===== config.mk =====
export PLATFORM = sky130hd
export DESIGN_NAME = pce_event_flags
export DESIGN_NICKNAME = d
export VERILOG_FILES = /design/src/pce_pkg.sv /design/src/pce_port_track.sv /design/src/pce_event_flags.sv
export SDC_FILE = /design/constraint.sdc
export NUM_CORES = 1
export LEC_CHECK = 0
export BUFFER_PORTS_ARGS = -buffer_cell sky130_fd_sc_hd__buf_4
export CAP_MARGIN = 25
export CORE_MARGIN = 4
export CORE_UTILIZATION = 40
export CTS_CLUSTER_SIZE = 24
export DETAILED_ROUTE_END_ITERATION = 10
export GPL_ROUTABILITY_DRIVEN = 0
export PLACE_DENSITY = 0.7
export SETUP_SLACK_MARGIN = 0.5
export SLEW_MARGIN = 5
export SYNTH_ARGS = -nofsm -noshare
export SYNTH_HDL_FRONTEND = slang
export SYNTH_SLANG_ARGS = --single-unit

===== constraint.sdc =====
create_clock -name CLK_SYS -period 2.52 [get_ports CLK_SYS]
set_clock_uncertainty 0.2 [all_clocks]
set_input_delay 0.126 -clock CLK_SYS [delete_from_list [all_inputs] [get_ports CLK_SYS]]
set_output_delay 0.126 -clock CLK_SYS [all_outputs]
set_load 0.05 [all_outputs]

===== src/pce_pkg.sv =====
// Shared constants for the port class and detect event flag block
package pce_pkg;
	localparam int         NPORT      = 4;      // Ports served
	localparam int         ADDR_W     = 8;      // Register address width
	localparam int         DATA_W     = 8;      // Register data width
	localparam int         RES_W      = 4;      // Width of one result code
	localparam int         DET_LSB    = 0;      // Detection-complete flags, bits 3..0
	localparam int         CLS_LSB    = 4;      // Class-complete flags, bits 7..4
	localparam logic [7:0] OFF_VIEW   = 8'h04;  // Read-only view of the flags
	localparam logic [7:0] OFF_CLEAR  = 8'h05;  // Clear-on-read view of the flags
	localparam logic [7:0] FLAGS_RST  = 8'h00;  // Flags after reset
	localparam logic [3:0] RES_RST    = 4'h0;   // Result codes after reset
	localparam logic [3:0] VALID_SIG  = 4'h4;   // Detection code for a valid signature
	localparam logic [3:0] CHK_RST    = 4'h0;   // Pair connection-check fields after reset
endpackage


===== src/pce_port_track.sv =====
// One port: holds its results and decides when its event flags set
`timescale 1ns/10ps
module pce_port_track
	import pce_pkg::*;
(
	input  wire logic             clk,          // System clock
	input  wire logic             rstn,         // Synchronous reset, active low
	input  wire logic             det_done,     // Detection finished, one-cycle pulse
	input  wire logic [RES_W-1:0] det_result,   // New detection result
	input  wire logic             cls_done,     // Classification finished, one-cycle pulse
	input  wire logic [RES_W-1:0] cls_result,   // New classification result
	input  wire logic             det_chg_only, // Detection flag only on a changed result
	input  wire logic             cls_chg_only, // Class flag only on a changed result
	output logic                  det_set,      // Detection flag event
	output logic                  cls_set,      // Class flag event
	output logic [RES_W-1:0]      det_res,      // Held detection result
	output logic [RES_W-1:0]      cls_res       // Held classification result
);
	typedef struct packed {
		logic [RES_W-1:0] det;
		logic [RES_W-1:0] cls;
	} pce_trk_t;

	pce_trk_t s_q, s_d;

	// Event decode; the change-only options trim repeated identical results
	always_comb begin
		det_set = det_done && (!det_chg_only || det_result != s_q.det);
		cls_set = cls_done && (!cls_chg_only || cls_result != s_q.cls);
	end

	// Result update; a class result implies the signature was good
	always_comb begin
		s_d = s_q;
		if (det_done)
			s_d.det = det_result;
		if (cls_done) begin
			s_d.cls = cls_result;
			s_d.det = VALID_SIG;
		end
		if (!rstn) begin
			s_d.det = RES_RST;
			s_d.cls = RES_RST;
		end
	end

	// State register
	always_ff @(posedge clk) begin
		s_q <= s_d;
	end

	assign det_res = s_q.det;
	assign cls_res = s_q.cls;

	chk_chg_only_quiet: assert property (@(posedge clk) disable iff (!rstn)
		det_chg_only && det_done && det_result == s_q.det |-> !det_set)
		else $error("detection flag set on unchanged result");

	chk_class_valid_sig: assert property (@(posedge clk) disable iff (!rstn)
		cls_done |=> s_q.det == VALID_SIG && s_q.cls == $past(cls_result))
		else $error("class result without valid signature");
endmodule // pce_port_track


===== src/pce_event_flags.sv =====
// Per-port class and detect event flags with read-only and clear-on-read views
// Notes on behaviour
// - Class-complete flags in bits 7..4, port four highest
// - Detection flags bits 3..0 drive detection summary
// - Any class flag drives classification summary bit
// - Change-only option: detection flag only on change
// - Class result implies valid signature reported
// - Four-pair ports update pair connection-check field
// - Offset 0x04 reads; offset 0x05 reads then clears
// - Reset clears all eight flags
//
// Chosen here: the strobed register port.
`timescale 1ns/10ps
module pce_event_flags
	import pce_pkg::*;
(
	input  wire logic                     CLK_SYS,       // System clock, 25 MHz
	input  wire logic                     RSTN,          // Synchronous reset, active low
	input  wire logic [pce_pkg::ADDR_W-1:0] ADDR,        // Register address
	input  wire logic [pce_pkg::DATA_W-1:0] WR_DATA,     // Write data, no writable register here
	input  wire logic                     WR_STB,        // Write strobe, ignored
	input  wire logic                     RD_STB,        // Read strobe
	output logic [pce_pkg::DATA_W-1:0]    RD_DATA,       // Read data, cycle after strobe
	input  wire logic [pce_pkg::NPORT-1:0] DET_DONE,     // Detection finished per port
	input  wire logic [4*pce_pkg::RES_W-1:0] DET_RESULT, // Detection results, port 1 lowest
	input  wire logic [pce_pkg::NPORT-1:0] CLS_DONE,     // Classification finished per port
	input  wire logic [4*pce_pkg::RES_W-1:0] CLS_RESULT, // Class results, port 1 lowest
	input  wire logic                     DET_CHG_ONLY,  // Detection flag on change only
	input  wire logic                     CLS_CHG_ONLY,  // Class flag on change only
	input  wire logic [1:0]               FOURPAIR,      // Pair of ports 1-2, 3-4 in four-pair use
	input  wire logic [3:0]               PAIR_CHECK_IN, // Connection-check results, 2 bits per pair
	output logic [3:0]                    PAIR_CHECK,    // Held connection-check fields
	output logic [4*2*pce_pkg::RES_W-1:0] PORT_RESULT,   // Per port {class, detection}
	output logic                          DET_SUMMARY,   // Detection summary bit of interrupt reg
	output logic                          CLS_SUMMARY    // Classification summary bit
);
	import pce_pkg::*;

	typedef struct packed {
		logic [DATA_W-1:0] flags;
		logic [DATA_W-1:0] rd_data;
		logic              det_sum;
		logic              cls_sum;
		logic [3:0]        chk;
	} pce_top_t;

	pce_top_t s_q, s_d;
	logic [NPORT-1:0] det_set, cls_set;
	logic [DATA_W-1:0] set_v, clr_v;

	// Register decode; one place so the read-data and clear decodes cannot drift apart
	function automatic logic hits(input logic stb, input logic [ADDR_W-1:0] a, input logic [7:0] off);
		return stb && (a == off);
	endfunction

	// Per-port result holders and event filters
	for (genvar p = 0; p < NPORT; p++) begin : g_port
		pce_port_track u_trk (
			.clk          (CLK_SYS),
			.rstn         (RSTN),
			.det_done     (DET_DONE[p]),
			.det_result   (DET_RESULT[p*RES_W +: RES_W]),
			.cls_done     (CLS_DONE[p]),
			.cls_result   (CLS_RESULT[p*RES_W +: RES_W]),
			.det_chg_only (DET_CHG_ONLY),
			.cls_chg_only (CLS_CHG_ONLY),
			.det_set      (det_set[p]),
			.cls_set      (cls_set[p]),
			.det_res      (PORT_RESULT[p*2*RES_W +: RES_W]),
			.cls_res      (PORT_RESULT[p*2*RES_W+RES_W +: RES_W])
		);
	end

	// Next state; set beats clear so a racing event survives the read
	always_comb begin
		s_d = s_q;
		set_v = '0;
		set_v[CLS_LSB +: NPORT] = cls_set;
		set_v[DET_LSB +: NPORT] = det_set;
		clr_v = hits(RD_STB, ADDR, OFF_CLEAR) ? s_q.flags : FLAGS_RST;
		s_d.flags = (s_q.flags & ~clr_v) | set_v;
		// Both views read the same storage; data is the value before any clear
		s_d.rd_data = (hits(RD_STB, ADDR, OFF_VIEW) || hits(RD_STB, ADDR, OFF_CLEAR)) ? s_q.flags : 8'h00;
		s_d.det_sum = |s_d.flags[DET_LSB +: NPORT];
		s_d.cls_sum = |s_d.flags[CLS_LSB +: NPORT];
		// Pair fields follow any result produced on either port of a four-pair group
		for (int k = 0; k < 2; k++) begin
			if (FOURPAIR[k] && |(DET_DONE[2*k +: 2] | CLS_DONE[2*k +: 2]))
				s_d.chk[2*k +: 2] = PAIR_CHECK_IN[2*k +: 2];
		end
		if (!RSTN) begin
			s_d.flags   = FLAGS_RST;
			s_d.rd_data = 8'h00;
			s_d.det_sum = 1'b0;
			s_d.cls_sum = 1'b0;
			s_d.chk     = CHK_RST;
		end
	end

	// State register
	always_ff @(posedge CLK_SYS) begin
		s_q <= s_d;
	end

	assign RD_DATA     = s_q.rd_data;
	assign DET_SUMMARY = s_q.det_sum;
	assign CLS_SUMMARY = s_q.cls_sum;
	assign PAIR_CHECK  = s_q.chk;

	chk_class_flag_set: assert property (@(posedge CLK_SYS) disable iff (!RSTN)
		|cls_set |=> (s_q.flags[7:4] & $past(cls_set)) == $past(cls_set))
		else $error("class event did not set its flag");

	chk_det_flag_set: assert property (@(posedge CLK_SYS) disable iff (!RSTN)
		|det_set |=> (s_q.flags[3:0] & $past(det_set)) == $past(det_set))
		else $error("detection event did not set its flag");

	chk_det_summary: assert property (@(posedge CLK_SYS) disable iff (!RSTN)
		DET_SUMMARY == |s_q.flags[3:0])
		else $error("detection summary disagrees with flags");

	chk_cls_summary: assert property (@(posedge CLK_SYS) disable iff (!RSTN)
		CLS_SUMMARY == |s_q.flags[7:4])
		else $error("class summary disagrees with flags");

	chk_pair_update: assert property (@(posedge CLK_SYS) disable iff (!RSTN)
		FOURPAIR[0] && |(DET_DONE[1:0] | CLS_DONE[1:0]) |=> PAIR_CHECK[1:0] == $past(PAIR_CHECK_IN[1:0]))
		else $error("pair check field not updated");

	chk_view_keeps: assert property (@(posedge CLK_SYS) disable iff (!RSTN)
		RD_STB && ADDR == OFF_VIEW |=> RD_DATA == $past(s_q.flags) && (s_q.flags & $past(s_q.flags)) == $past(s_q.flags))
		else $error("view read wrong or altered flags");

	chk_reset_clear: assert property (@(posedge CLK_SYS)
		!RSTN |=> s_q.flags == 8'h00 && !DET_SUMMARY && !CLS_SUMMARY)
		else $error("flags not cleared by reset");

	chk_clear_keeps_new: assert property (@(posedge CLK_SYS) disable iff (!RSTN)
		RD_STB && ADDR == OFF_CLEAR |=> RD_DATA == $past(s_q.flags) && s_q.flags == $past(set_v))
		else $error("clearing read lost an event or kept old flags");

	// Read data stands for one cycle only, so a late sampler sees zero, not stale flags
	chk_idle_rd_zero: assert property (@(posedge CLK_SYS) disable iff (!RSTN)
		!RD_STB |=> RD_DATA == 8'h00)
		else $error("read data not zero outside a read");

	// Unmapped offsets answer zero and leave the flags alone
	chk_unmapped_zero: assert property (@(posedge CLK_SYS) disable iff (!RSTN)
		RD_STB && ADDR != OFF_VIEW && ADDR != OFF_CLEAR |=> RD_DATA == 8'h00)
		else $error("unmapped read returned data");

	// Second pair group follows the same update rule as the first
	chk_pair1_update: assert property (@(posedge CLK_SYS) disable iff (!RSTN)
		FOURPAIR[1] && |(DET_DONE[3:2] | CLS_DONE[3:2]) |=> PAIR_CHECK[3:2] == $past(PAIR_CHECK_IN[3:2]))
		else $error("second pair check field not updated");

	// Without a result on the group the held field must not move
	chk_pair_hold: assert property (@(posedge CLK_SYS) disable iff (!RSTN)
		!(FOURPAIR[0] && |(DET_DONE[1:0] | CLS_DONE[1:0])) |=> $stable(PAIR_CHECK[1:0]))
		else $error("pair check field changed without a result");

	// Only a clearing read or an event may change the flags; writes have no effect
	chk_flags_hold: assert property (@(posedge CLK_SYS) disable iff (!RSTN)
		!(RD_STB && ADDR == OFF_CLEAR) && set_v == 8'h00 |=> $stable(s_q.flags))
		else $error("flags changed without event or clearing read");

	// Any class event raises the class summary in the next cycle
	chk_cls_sum_rise: assert property (@(posedge CLK_SYS) disable iff (!RSTN)
		|cls_set |=> CLS_SUMMARY)
		else $error("class summary not raised by event");

	// Any detection event raises the detection summary in the next cycle
	chk_det_sum_rise: assert property (@(posedge CLK_SYS) disable iff (!RSTN)
		|det_set |=> DET_SUMMARY)
		else $error("detection summary not raised by event");

	// Port four owns the top bit of the class field
	chk_port4_bit: assert property (@(posedge CLK_SYS) disable iff (!RSTN)
		cls_set[3] |=> s_q.flags[7])
		else $error("port four class event not in bit 7");
endmodule // pce_event_flags


; Word level (Yosys, flattened, before mapping)
; Index checks and enable logic that the tools add are counted.
[word_totals]
in_bits = 68
out_inout_bits = 46
reg_bits = 54
[classes]
eq_ne = 10
reduce_logical = 36
mux = 9
bitwise_logic = 6
[op_table]
columns = cell, n
row1 = $ne A4 B4 Y1, 8
row2 = $mux W7, 4
row3 = $eq A8 B3 Y1 const B, 2
row4 = $logic_and A1 B1 Y1, 12
row5 = $mux W3, 4
row6 = $reduce_or A2 Y1, 6
row7 = $logic_or A1 B1 Y1, 9
row8 = $and A8 B8 Y8, 1
row9 = $mux W8, 1
row10 = $not A8 Y8, 1
row11 = $or A8 B8 Y8, 1
row12 = $reduce_bool A2 Y1, 4
row13 = $reduce_or A4 Y1, 2
row14 = $or A2 B2 Y2, 2
row15 = $logic_not A1 Y1, 2
row16 = $reduce_and A2 Y1, 1
row17 = $not A1 Y1, 1

; Depth between registers and ports, before layout
; Gate-level depths: netlist (run 1).
[logic_depth]
ltp_word = 7
ltp_mapped = 5
mapped_depth_nobuf = 5

; Cells and area by module
; A second synthesis (run 1) with hierarchy kept.
[unflattened]
cells_unflattened = 262
hier_area_um2 = 2529.9
[modules_own_cells]
columns = mod, instances, area_each_um2, cells_per_inst
row1 = pce_port_track, 4, 402.9, 41
row2 = pce_event_flags, 1, 918.4, 98

; Least setup slack after synthesis (run 1)
; No wires, ideal clock.
[synth_path]
path_kind = register to register
from = register g_port[2].u_trk.s_q (netlist bit g_port[2].u_trk.cls_res[3])
to = register s_q (netlist bit CLS_SUMMARY)
path_stages_with_launch = 6
slack_ps = 513
t_arrival_ps = 1682
setup_time_ps = 125
synth_period_minus_slack_ps = 2007
path_cell_list = dfxtp_1 xor2_1 nor3_1 nand3_1 a22o_2 o41a_1
[synth_between]
elab_chain_len = 5
[synth_rtl]
columns = item, line
row1 = "start, declared", pce_port_track.sv:24  ; pce_trk_t s_q, s_d;
row2 = "start signal, assigned", pce_port_track.sv:49  ; s_q <= s_d;
row3 = $ne A4 B4 Y1, pce_port_track.sv:29  ; cls_set = cls_done && (!cls_chg_only || cls_result != s_q.cls);
row4 = $logic_or A1 B1 Y1, pce_port_track.sv:29
row5 = $logic_and A1 B1 Y1, pce_port_track.sv:29
row6 = $or A8 B8 Y8, pce_event_flags.sv:81  ; s_d.flags = (s_q.flags & ~clr_v) | set_v;
row7 = $reduce_or A4 Y1, pce_event_flags.sv:85  ; s_d.cls_sum = |s_d.flags[CLS_LSB +: NPORT];
row8 = "end signal, assigned", pce_event_flags.sv:102  ; s_q <= s_d;
row9 = "end, declared", pce_event_flags.sv:47  ; pce_top_t s_q, s_d;
; Every way passes these cells.
; A chain may end at the register's enable or synchronous reset.

; Final worst setup path (run 1)
[layout_path]
from = input CLS_RESULT[10] (netlist name)
to = register s_q (netlist bit CLS_SUMMARY)
[layout_between]
elab_chain_len = 5
[layout_rtl]
columns = item, line
row1 = "start, declared", pce_event_flags.sv:27  ; input wire logic [4*pce_pkg::RES_W-1:0] CLS_RESULT,
row2 = $ne A4 B4 Y1, pce_port_track.sv:29
row3 = $logic_or A1 B1 Y1, pce_port_track.sv:29
row4 = $logic_and A1 B1 Y1, pce_port_track.sv:29
row5 = $or A8 B8 Y8, pce_event_flags.sv:81
row6 = $reduce_or A4 Y1, pce_event_flags.sv:85
; Every way passes these cells.

==> results.cfg, run 1 <==
[critical_path]
required_ns = 2.51
crit_type = input pin to register
cp.arrival_ns = 1.92
path_cells = dlygate4sd3_1 -> buf_4 -> xor2_1 -> nor3_1 -> nand3_1 -> a22o_2 -> o41a_1
cpPeakStageDelay_ns = 0.54
cpMaxStageDelayCell = dlygate4sd3_1
endpoint_kind = register
start_kind = input pin
cp_max_fo = 2
reg2regPathDepth = 5

[detailed_routing]
drt_first_pass_iters = 3
dr_total_vias = 2117
drc = 0
antenna_left = 0
wl_per_cell_um = 13.5
wl_um = 6220
drt_iter0_drc = 33
viasPerCell = 4.59

[cts]
cts_buffers = 5
clk_root_buffer_cell = clkbuf_8
clk_pin_slew_ns = 0.10
cts_sinks = 54
cts_tree = yes
cts_setup_buffers = 0
clock_path_buffers = 2
ctsHtreeMaxLevel = 2
clk_latency_ns = 0.30

[synthesis]
yosys.area.top_type_share = 0.441
synth_edf_count = 0
syn_avg_cell_area_um2 = 10.4
synth_compound_area_frac = 0.0586
synthMuxAreaShare = 0.149
yosys.area_share.xor_xnor = 0.114
synth_cells = 235
syn_area_um2 = 2450
ys_async_sr_fraction = 0
ys_warn_count = 0
synth_ff_type = dfxtp_1
yosys-top-cells-area = dfxtp_1 (44%), mux2i_1 (13%), xor2_1 (8.6%), nor2b_1 (5.1%), buf_4 (3.7%)
syn_nets = 303
yosysSeqAreaShare = 0.441
ys_seq_elements = 54
synth_top_family_by_area = simple AND/OR/NAND/NOR gates
synthSimpleGateAreaFrac = 0.181
ys_types = 24
synth_fa_ha_area_frac = 0
synth_top_area_cell = dfxtp_1

[sta]
fin_crit_sh = 0.767
tns_ns = 0
report.final.slew_viol_count = 0
holdWs_ns = 0.0540
rsz0062_at_grt = no
layout_setup_ws_ns = 0.586
slew_headroom = 0.580
hold_viol_final = 0
setup_violations = 0
finalCriticalPeriod_ns = 1.93
fmax_mhz = 517
worst-slew-pin-transition_ns = 0.621

[grt]
grt_pass1_vias = 2254
track_usage = 0.170
grt_max_degree = 47
grt_pass1_wl_um = 10300
grt_overflow = 0
grt_antenna_before_repair = 0

[final_layout]
fillers = 500
syn_to_final_growth_pct = 60.1
layout_commonest_cell = buf_4
layout-drive-gt1-share = 0.342
layout_common_cells = buf_4 (104), dlygate4sd3_1 (64), dfxtp_1 (54), mux2i_1 (32), xor2_1 (24)
final_cells = 461
antennaDiodeCount = 0
final_nets = 453

[floorplan]
die-area_um2 = 7450
die_w_um = 86.3
ioPinCount = 114
fp-row-count = 28
initial_utilization = 0.414
core-area_um2 = 5920
fp.dieH_um = 86.3

[outcome]
status = finished clean

[min_path]
hold_class = input pin to register
hold-path-cell-count = 3

[placed_design]
place_ws_ns = 0.442
hpwl_um = 4110
placedCellCount = 389
portBuffers = 104

[flow_run]
cap_violations = 0

[power_and_ir_drop]
leakage_nw = 1.84
ir_drop_mv = 0.385
power_density_nw_per_um2 = 493
total_power_w = 0.00194
==> routing by layer <==
metal | routed length, um | vias to the layer above | global-route usage | part of all wire
li1 | - | 1082 | - | -
met1 | 2490 | 975 | 0.198 | 0.40
met2 | 3250 | 60 | 0.318 | 0.52
met3 | 468 | 0 | 0.0475 | 0.075
met4 | 0 | 0 | 0.0212 | 0
met5 | 0 | - | 0 | 0
==> state kept, by name, summed over array words and instances, names as in the netlist <==
register,cells
CLS_SUMMARY,1
DET_SUMMARY,1
PAIR_CHECK,4
RD_DATA,8
g_port.u_trk.cls_res,16
g_port.u_trk.det_res,16
s_q,8
==> report_power, final <==
group / internal [W] / switching, W
clock network: 0.000222 / 0.000283
registers: 0.000895 / 0.0000308
logic: 0.000260 / 0.000245
==> cells in the mapped netlist, types with 3 or more instances <==
| library cell | instances |
|---|---|
| dfxtp_1 | 54 |
| mux2i_1 | 32 |
| xor2_1 | 24 |
| nor2b_1 | 20 |
| buf_4 | 12 |
| clkbuf_1 | 12 |
| nor2_1 | 12 |
| and2_1 | 8 |
| and3_2 | 8 |
| nand3_1 | 8 |
| nor3_1 | 8 |
| xnor2_1 | 8 |
| a22o_1 | 5 |
| mux2_2 | 4 |
| nand2b_1 | 4 |
| o21a_1 | 4 |
| a22o_2 | 3 |
==> worst max-delay path, delay by kind of cell <==
| kind | cells | cell delay (ns) |
|---|---|---|
| simple gates | 2 | 0.30 |
| xor+xnor | 1 | 0.13 |
| compound gates | 2 | 0.67 |
| buf+inv | 2 | 0.68 |
==> cell type report <==
class                   instances  area, um2  share of cell area
clock buffers                   6       82.6              0.0210
clock inverters                 2       12.5             0.00318
multi-input cells             156       1240               0.315
flip-flops and latches         54       1080               0.275
well taps                      75       93.8              0.0239
repair buffers                168       1420               0.362
==> metrics by stage <==
| stage | area, um2 | util |
|---|---|---|
| global route | 3930 | 0.664 |
| finish | 3930 | 0.664 |
| floorplan | 2450 | - |
| CTS | 3920 | 0.663 |
| detailed placement | 3190 | 0.538 |
| global placement | 3190 | 0.538 |
==> what timing repair did <==
action	4_1_cts	5_1_grt
setup endpoints to repair	0	1
gates resized for setup	0	1
hold buffers	64	0
hold endpoints to repair	36	0
==> cell families (layout without fill, tap and decap cells) <==
kind of cell	count (synthesis)	in the layout
flip-flops	54	54
AO/OA/AOI/OAI	16	16
multiplexers	36	36
buffers and inverters	25	176
XOR/XNOR	32	32
AND/OR/NAND/NOR	72	72
==> path summary, 6_finish.rpt <==
| check | startpoint | to | slack [ns] |
|---|---|---|---|
| setup / recovery | CLS_RESULT[10] | CLS_SUMMARY | 0.59 |
| hold / removal | DET_DONE[0] | DET_SUMMARY | 0.05 |
| setup reg to reg | g_port[2].u_trk.cls_res[3] | CLS_SUMMARY | 0.72 |
| hold reg to reg | s_q[17] | RD_DATA[3] | 0.31 |
Note: power is estimated with default switching activity, not from simulation.
==> run 2: changes to the inputs <==
Settings changed: PLACE_DENSITY 0.7 to 0.73.
Clock period 2.52 ns to 1.6 ns, I/O delays scaled along.
==> run 2 against run 1 <==
The run now ends with negative hold slack, negative setup slack left. First-iteration DRC count grew 82%. Sequential cell count is the same. Global-route usage grew 2.2 points. Sequential share of layout area shrank 1.8 points. Largest cell class unchanged.
==> results.cfg, run 2 (synthesized netlist as in run 1, its figures left out) <==
[floorplan]
ioPinCount = 114
die_w_um = 86.3
fp-row-count = 28
die-area_um2 = 7450
core-area_um2 = 5920
initial_utilization = 0.414
fp.dieH_um = 86.3

[final_layout]
layout_common_cells = buf_4 (56), buf_8 (39), buf_6 (38), dlygate4sd3_1 (35)
regArea_um2 = 1160
final_nets = 457
syn_to_final_growth_pct = 84.8
fillers = 406
antennaDiodeCount = 0
multi_input_area_um2 = 1360
fin_area_um2 = 4530
layout-drive-gt1-share = 0.541
layout_commonest_cell = buf_4
final_cells = 465

[placed_design]
placedCellCount = 413
portBuffers = 104
hpwl_um = 4520
placed_area_um2 = 3460

[detailed_routing]
drt_first_pass_iters = 4
wl_um = 7330
dr_total_vias = 2256
antenna_left = 0
wl_per_cell_um = 15.8
drt_iter0_drc = 60
drc = 0
viasPerCell = 4.85

[critical_path]
cp.arrival_ns = 1.75
start_kind = register
crit_type = register to register
required_ns = 1.59
endpoint_kind = register
cp_max_fo = 2

[sta]
hold_viol_final = 22
layout_setup_ws_ns = -0.156
setup_violations = 2
finalCriticalPeriod_ns = 1.76
fin_crit_sh = 1.10
worst-slew-pin-transition_ns = 0.458
report.final.slew_viol_count = 0
slew_headroom = 0.694
holdWs_ns = -0.0845
fmax_mhz = 570
rsz0062_at_grt = yes

[power_and_ir_drop]
ir_drop_mv = 0.387
power.switching_w = 0.000915
leakage_nw = 2.10
comb_power_share = 0.300
switching_share = 0.292
seqPwrFrac = 0.468
power_density_nw_per_um2 = 692
p_clk_frac = 0.232
internal_power_w = 0.00222

[cts]
cts_tree = yes
clk_pin_slew_ns = 0.10
ctsHtreeMaxLevel = 2
cts_sinks = 54
clk_latency_ns = 0.30
cts_buffers = 5
clk_root_buffer_cell = clkbuf_8
clock_path_buffers = 2

[grt]
grt_pass1_vias = 2382
grt_antenna_before_repair = 0
grt_max_degree = 47
grt_overflow = 0
grt_pass1_wl_um = 11500
track_usage = 0.192

[outcome]
status = finished with violations
violations = negative hold slack, negative setup slack

[flow_run]
cap_violations = 0

[min_path]
hold_class = input pin to register
run 2: area by class of cell:
type | count | share of cell area
sequential | 54 | 0.257
clock buffer | 6 | 0.0160
tap | 75 | 0.0207
clock inverter | 2 | 0.00193
timing repair buffer | 172 | 0.405
multi-input combinational | 156 | 0.300
run 2: power groups by stage:
stage                     Clock, W  Sequential (W)  Combinational [W]
final                     0.000727         0.00147           0.000941
after global routing      0.000809         0.00148           0.000997
after CTS                 0.000746         0.00147           0.000893
after detailed placement         0         0.00149           0.000715
after global placement           0         0.00148           0.000706
after floorplan                  0         0.00164           0.000284
run 2: metal layers:
layer  GRT usage  part of all wire
met4      0.0354            0.0076
met3      0.0561             0.075
met5           0                 0
met2       0.353              0.54
met1       0.221              0.38
run 2: worst paths after layout:
kind | startpoint | endpoint | slack [ns] | depth (start not counted)
worst min register to register | s_q[14] | RD_DATA[0] | 0.31 | 1
worst max-delay path | g_port[3].u_trk.cls_res[0] | CLS_SUMMARY | -0.16 | 5
worst max register to register | g_port[3].u_trk.cls_res[0] | CLS_SUMMARY | -0.16 | 5
worst min-delay path | CLS_DONE[3] | g_port[3].u_trk.det_res[2] | -0.08 | 2
run 2: worst max-delay path, cell delays in order (launching register included):
cell	delay (ns)
dfxtp_2	0.34
xor2_1	0.15
nor3_1	0.20
nand3_1	0.11
a22o_2	0.23
o41a_1	0.41
run 2: timing repair:
action / in CTS / in global routing
hold buffers: 37 / 2
resized for setup: 120 / 37
setup buffers: 1 / 4
setup endpoints to repair: 64 / 87
pin swaps: 37 / 24
endpoints found under the hold margin: 36 / 24
run 2: per-stage QoR:
stage          setup TNS (ns)  utilization  setup WS, ns  hold slack, ns  power (W)
6_report               -0.269        0.766        -0.156         -0.0845    0.00314
3_3_place_gp            -1.26        0.585        -0.324           0.132    0.00219
4_1_cts                -0.267        0.735        -0.145          -0.145    0.00311
2_1_floorplan          -0.422            -        -0.213          0.0271    0.00193
5_1_grt                -0.427        0.766        -0.225         -0.0859    0.00328
3_5_place_dp            -1.38        0.585        -0.345           0.144    0.00220
==> run 3: changes to the inputs <==
Settings changed: CELL_PAD_IN_SITES_DETAIL_PLACEMENT from default to 1, CELL_PAD_IN_SITES_GLOBAL_PLACEMENT from default to 2, CORE_UTILIZATION 40 to 24, PLACE_DENSITY 0.73 to default, PLACE_DENSITY_LB_ADDON from default to 0.1.
==> run 3 against run 2 <==
The run still ends with negative hold slack, negative setup slack left. Critical path type unchanged. Worst setup slack gained 0.0072 ns. Sequential share of layout area down 1.2 points. Clock power grew 11%. Largest cell class unchanged.
==> results.cfg, run 3 (synthesized netlist as in run 1, its figures left out) <==
[critical_path]
cpPeakStageDelay_ns = 0.41
cpMaxStageDelayCell = o41a_1
worstPathBufferInverterCount = 0
cp.arrival_ns = 1.74
crit_type = register to register
start_kind = register
crit_family = compound AO/OA/AOI/OAI gates
reg2regPathDepth = 5
crit_cells = 5
endpoint_kind = register
cp_max_fo = 2
required_ns = 1.59
path_cells = xor2_2 -> nor3_1 -> nand3_1 -> a22o_2 -> o41a_1

[placed_design]
hpwl_um = 5140
placedCellCount = 473
portBuffers = 104
place_ws_ns = -0.388
placed_area_um2 = 3550

[sta]
rsz0062_at_grt = yes
report.final.slew_viol_count = 0
finalCriticalPeriod_ns = 1.75
hold_viol_final = 19
holdWs_ns = -0.0931
fin_crit_sh = 1.09
slew_headroom = 0.681
setup_violations = 2
fmax_mhz = 572
worst-slew-pin-transition_ns = 0.479
layout_setup_ws_ns = -0.149

[cts]
cts-hold-fix-buffers = 42
cts_sinks = 54
clk_root_buffer_cell = clkbuf_8
cts_tree = yes
clk_pin_slew_ns = 0.10
clock_path_buffers = 2
clk_latency_ns = 0.31
ctsHtreeMaxLevel = 2
cts_buffers = 5

[floorplan]
core-area_um2 = 9860
initial_utilization = 0.249
fp.dieH_um = 109
die-area_um2 = 11900
fp-row-count = 36
ioPinCount = 114
die_w_um = 109

[final_layout]
layout-drive-gt1-share = 0.570
antennaDiodeCount = 0
syn_to_final_growth_pct = 94.9
utilization = 0.485
final_nets = 465
layout_common_cells = buf_4 (56), buf_8 (46), buf_6 (37), dlygate4sd3_1 (33)
layout_commonest_cell = buf_4
fin_area_um2 = 4780
final_cells = 531

[power_and_ir_drop]
seqPwrFrac = 0.451
comb_power_share = 0.300
ir_drop_mv = 0.393
leakage_nw = 2.19
p_clk_frac = 0.249
switching_share = 0.295
internal_power_w = 0.00229
power_density_nw_per_um2 = 678
power.switching_w = 0.000955

[grt]
grt_antenna_before_repair = 0
grt_pass1_wl_um = 12400
grt_max_degree = 47
grt_pass1_vias = 2449
grt_overflow = 0
track_usage = 0.134

[detailed_routing]
drt_first_pass_iters = 2
wl_um = 7950
viasPerCell = 4.22
antenna_left = 0
dr_total_vias = 2240
drt_iter0_drc = 43
wl_per_cell_um = 15.0
drc = 0

[outcome]
violations = negative hold slack, negative setup slack
status = finished with violations

[min_path]
hold-path-cell-count = 3
hold_class = input pin to register

[flow_run]
cap_violations = 0
-- run 3: metal layers --
metal  GRT usage  part of all wire  wire [um]
met4      0.0415            0.0093         74
met2       0.229              0.51       4020
met1       0.163              0.42       3350
met3      0.0385             0.063        501
met5           0                 0          0
-- run 3: what timing repair did --
action                                  4_1_cts  5_1_grt
endpoints found under the setup margin       68      100
pin swaps                                    19       24
buffers inserted                              0        8
hold endpoints to repair                     36       17
resized for setup                           132       59
-- run 3: final timing paths --
check	from	to	slack, ns
worst max register to register	g_port[2].u_trk.cls_res[0]	CLS_SUMMARY	-0.15
worst max-delay path	g_port[2].u_trk.cls_res[0]	CLS_SUMMARY	-0.15
worst min register to register	s_q[14]	RD_DATA[0]	0.29
worst min-delay path	DET_DONE[2]	g_port[2].u_trk.det_res[1]	-0.09
-- run 3: stage by stage --
stage	setup TNS (ns)	total power, W
after global placement	-1.44	0.00221
after global routing	-0.396	0.00342
after CTS	-0.297	0.00327
after floorplan	-0.422	0.00193
after detailed placement	-1.71	0.00222
final	-0.288	0.00324
-- run 3: area by class of cell --
type / count / area (um2)
Multi-Input combinational cell: 156 / 1400
Sequential cell: 54 / 1170
Clock inverter: 1 / 5.00
Tap cell: 133 / 166
Timing Repair Buffer: 180 / 1950
Fill cell: 1037 / 5080
Clock buffer: 7 / 86.3
-- run 3: tightest hold or removal path, cell delays in order --
cell	delay [ns]
buf_4	0.15
mux2i_1	0.08
nor2_1	0.07
-- run 3: power by group through the flow --
stage / logic (W) / registers [W] / clock network, W
after global routing: 0.00104 / 0.00147 / 0.000915
after detailed placement: 0.000732 / 0.00148 / 0
after global placement: 0.000727 / 0.00148 / 0
final: 0.000972 / 0.00146 / 0.000806
after floorplan: 0.000284 / 0.00164 / 0
after CTS: 0.000931 / 0.00147 / 0.000868
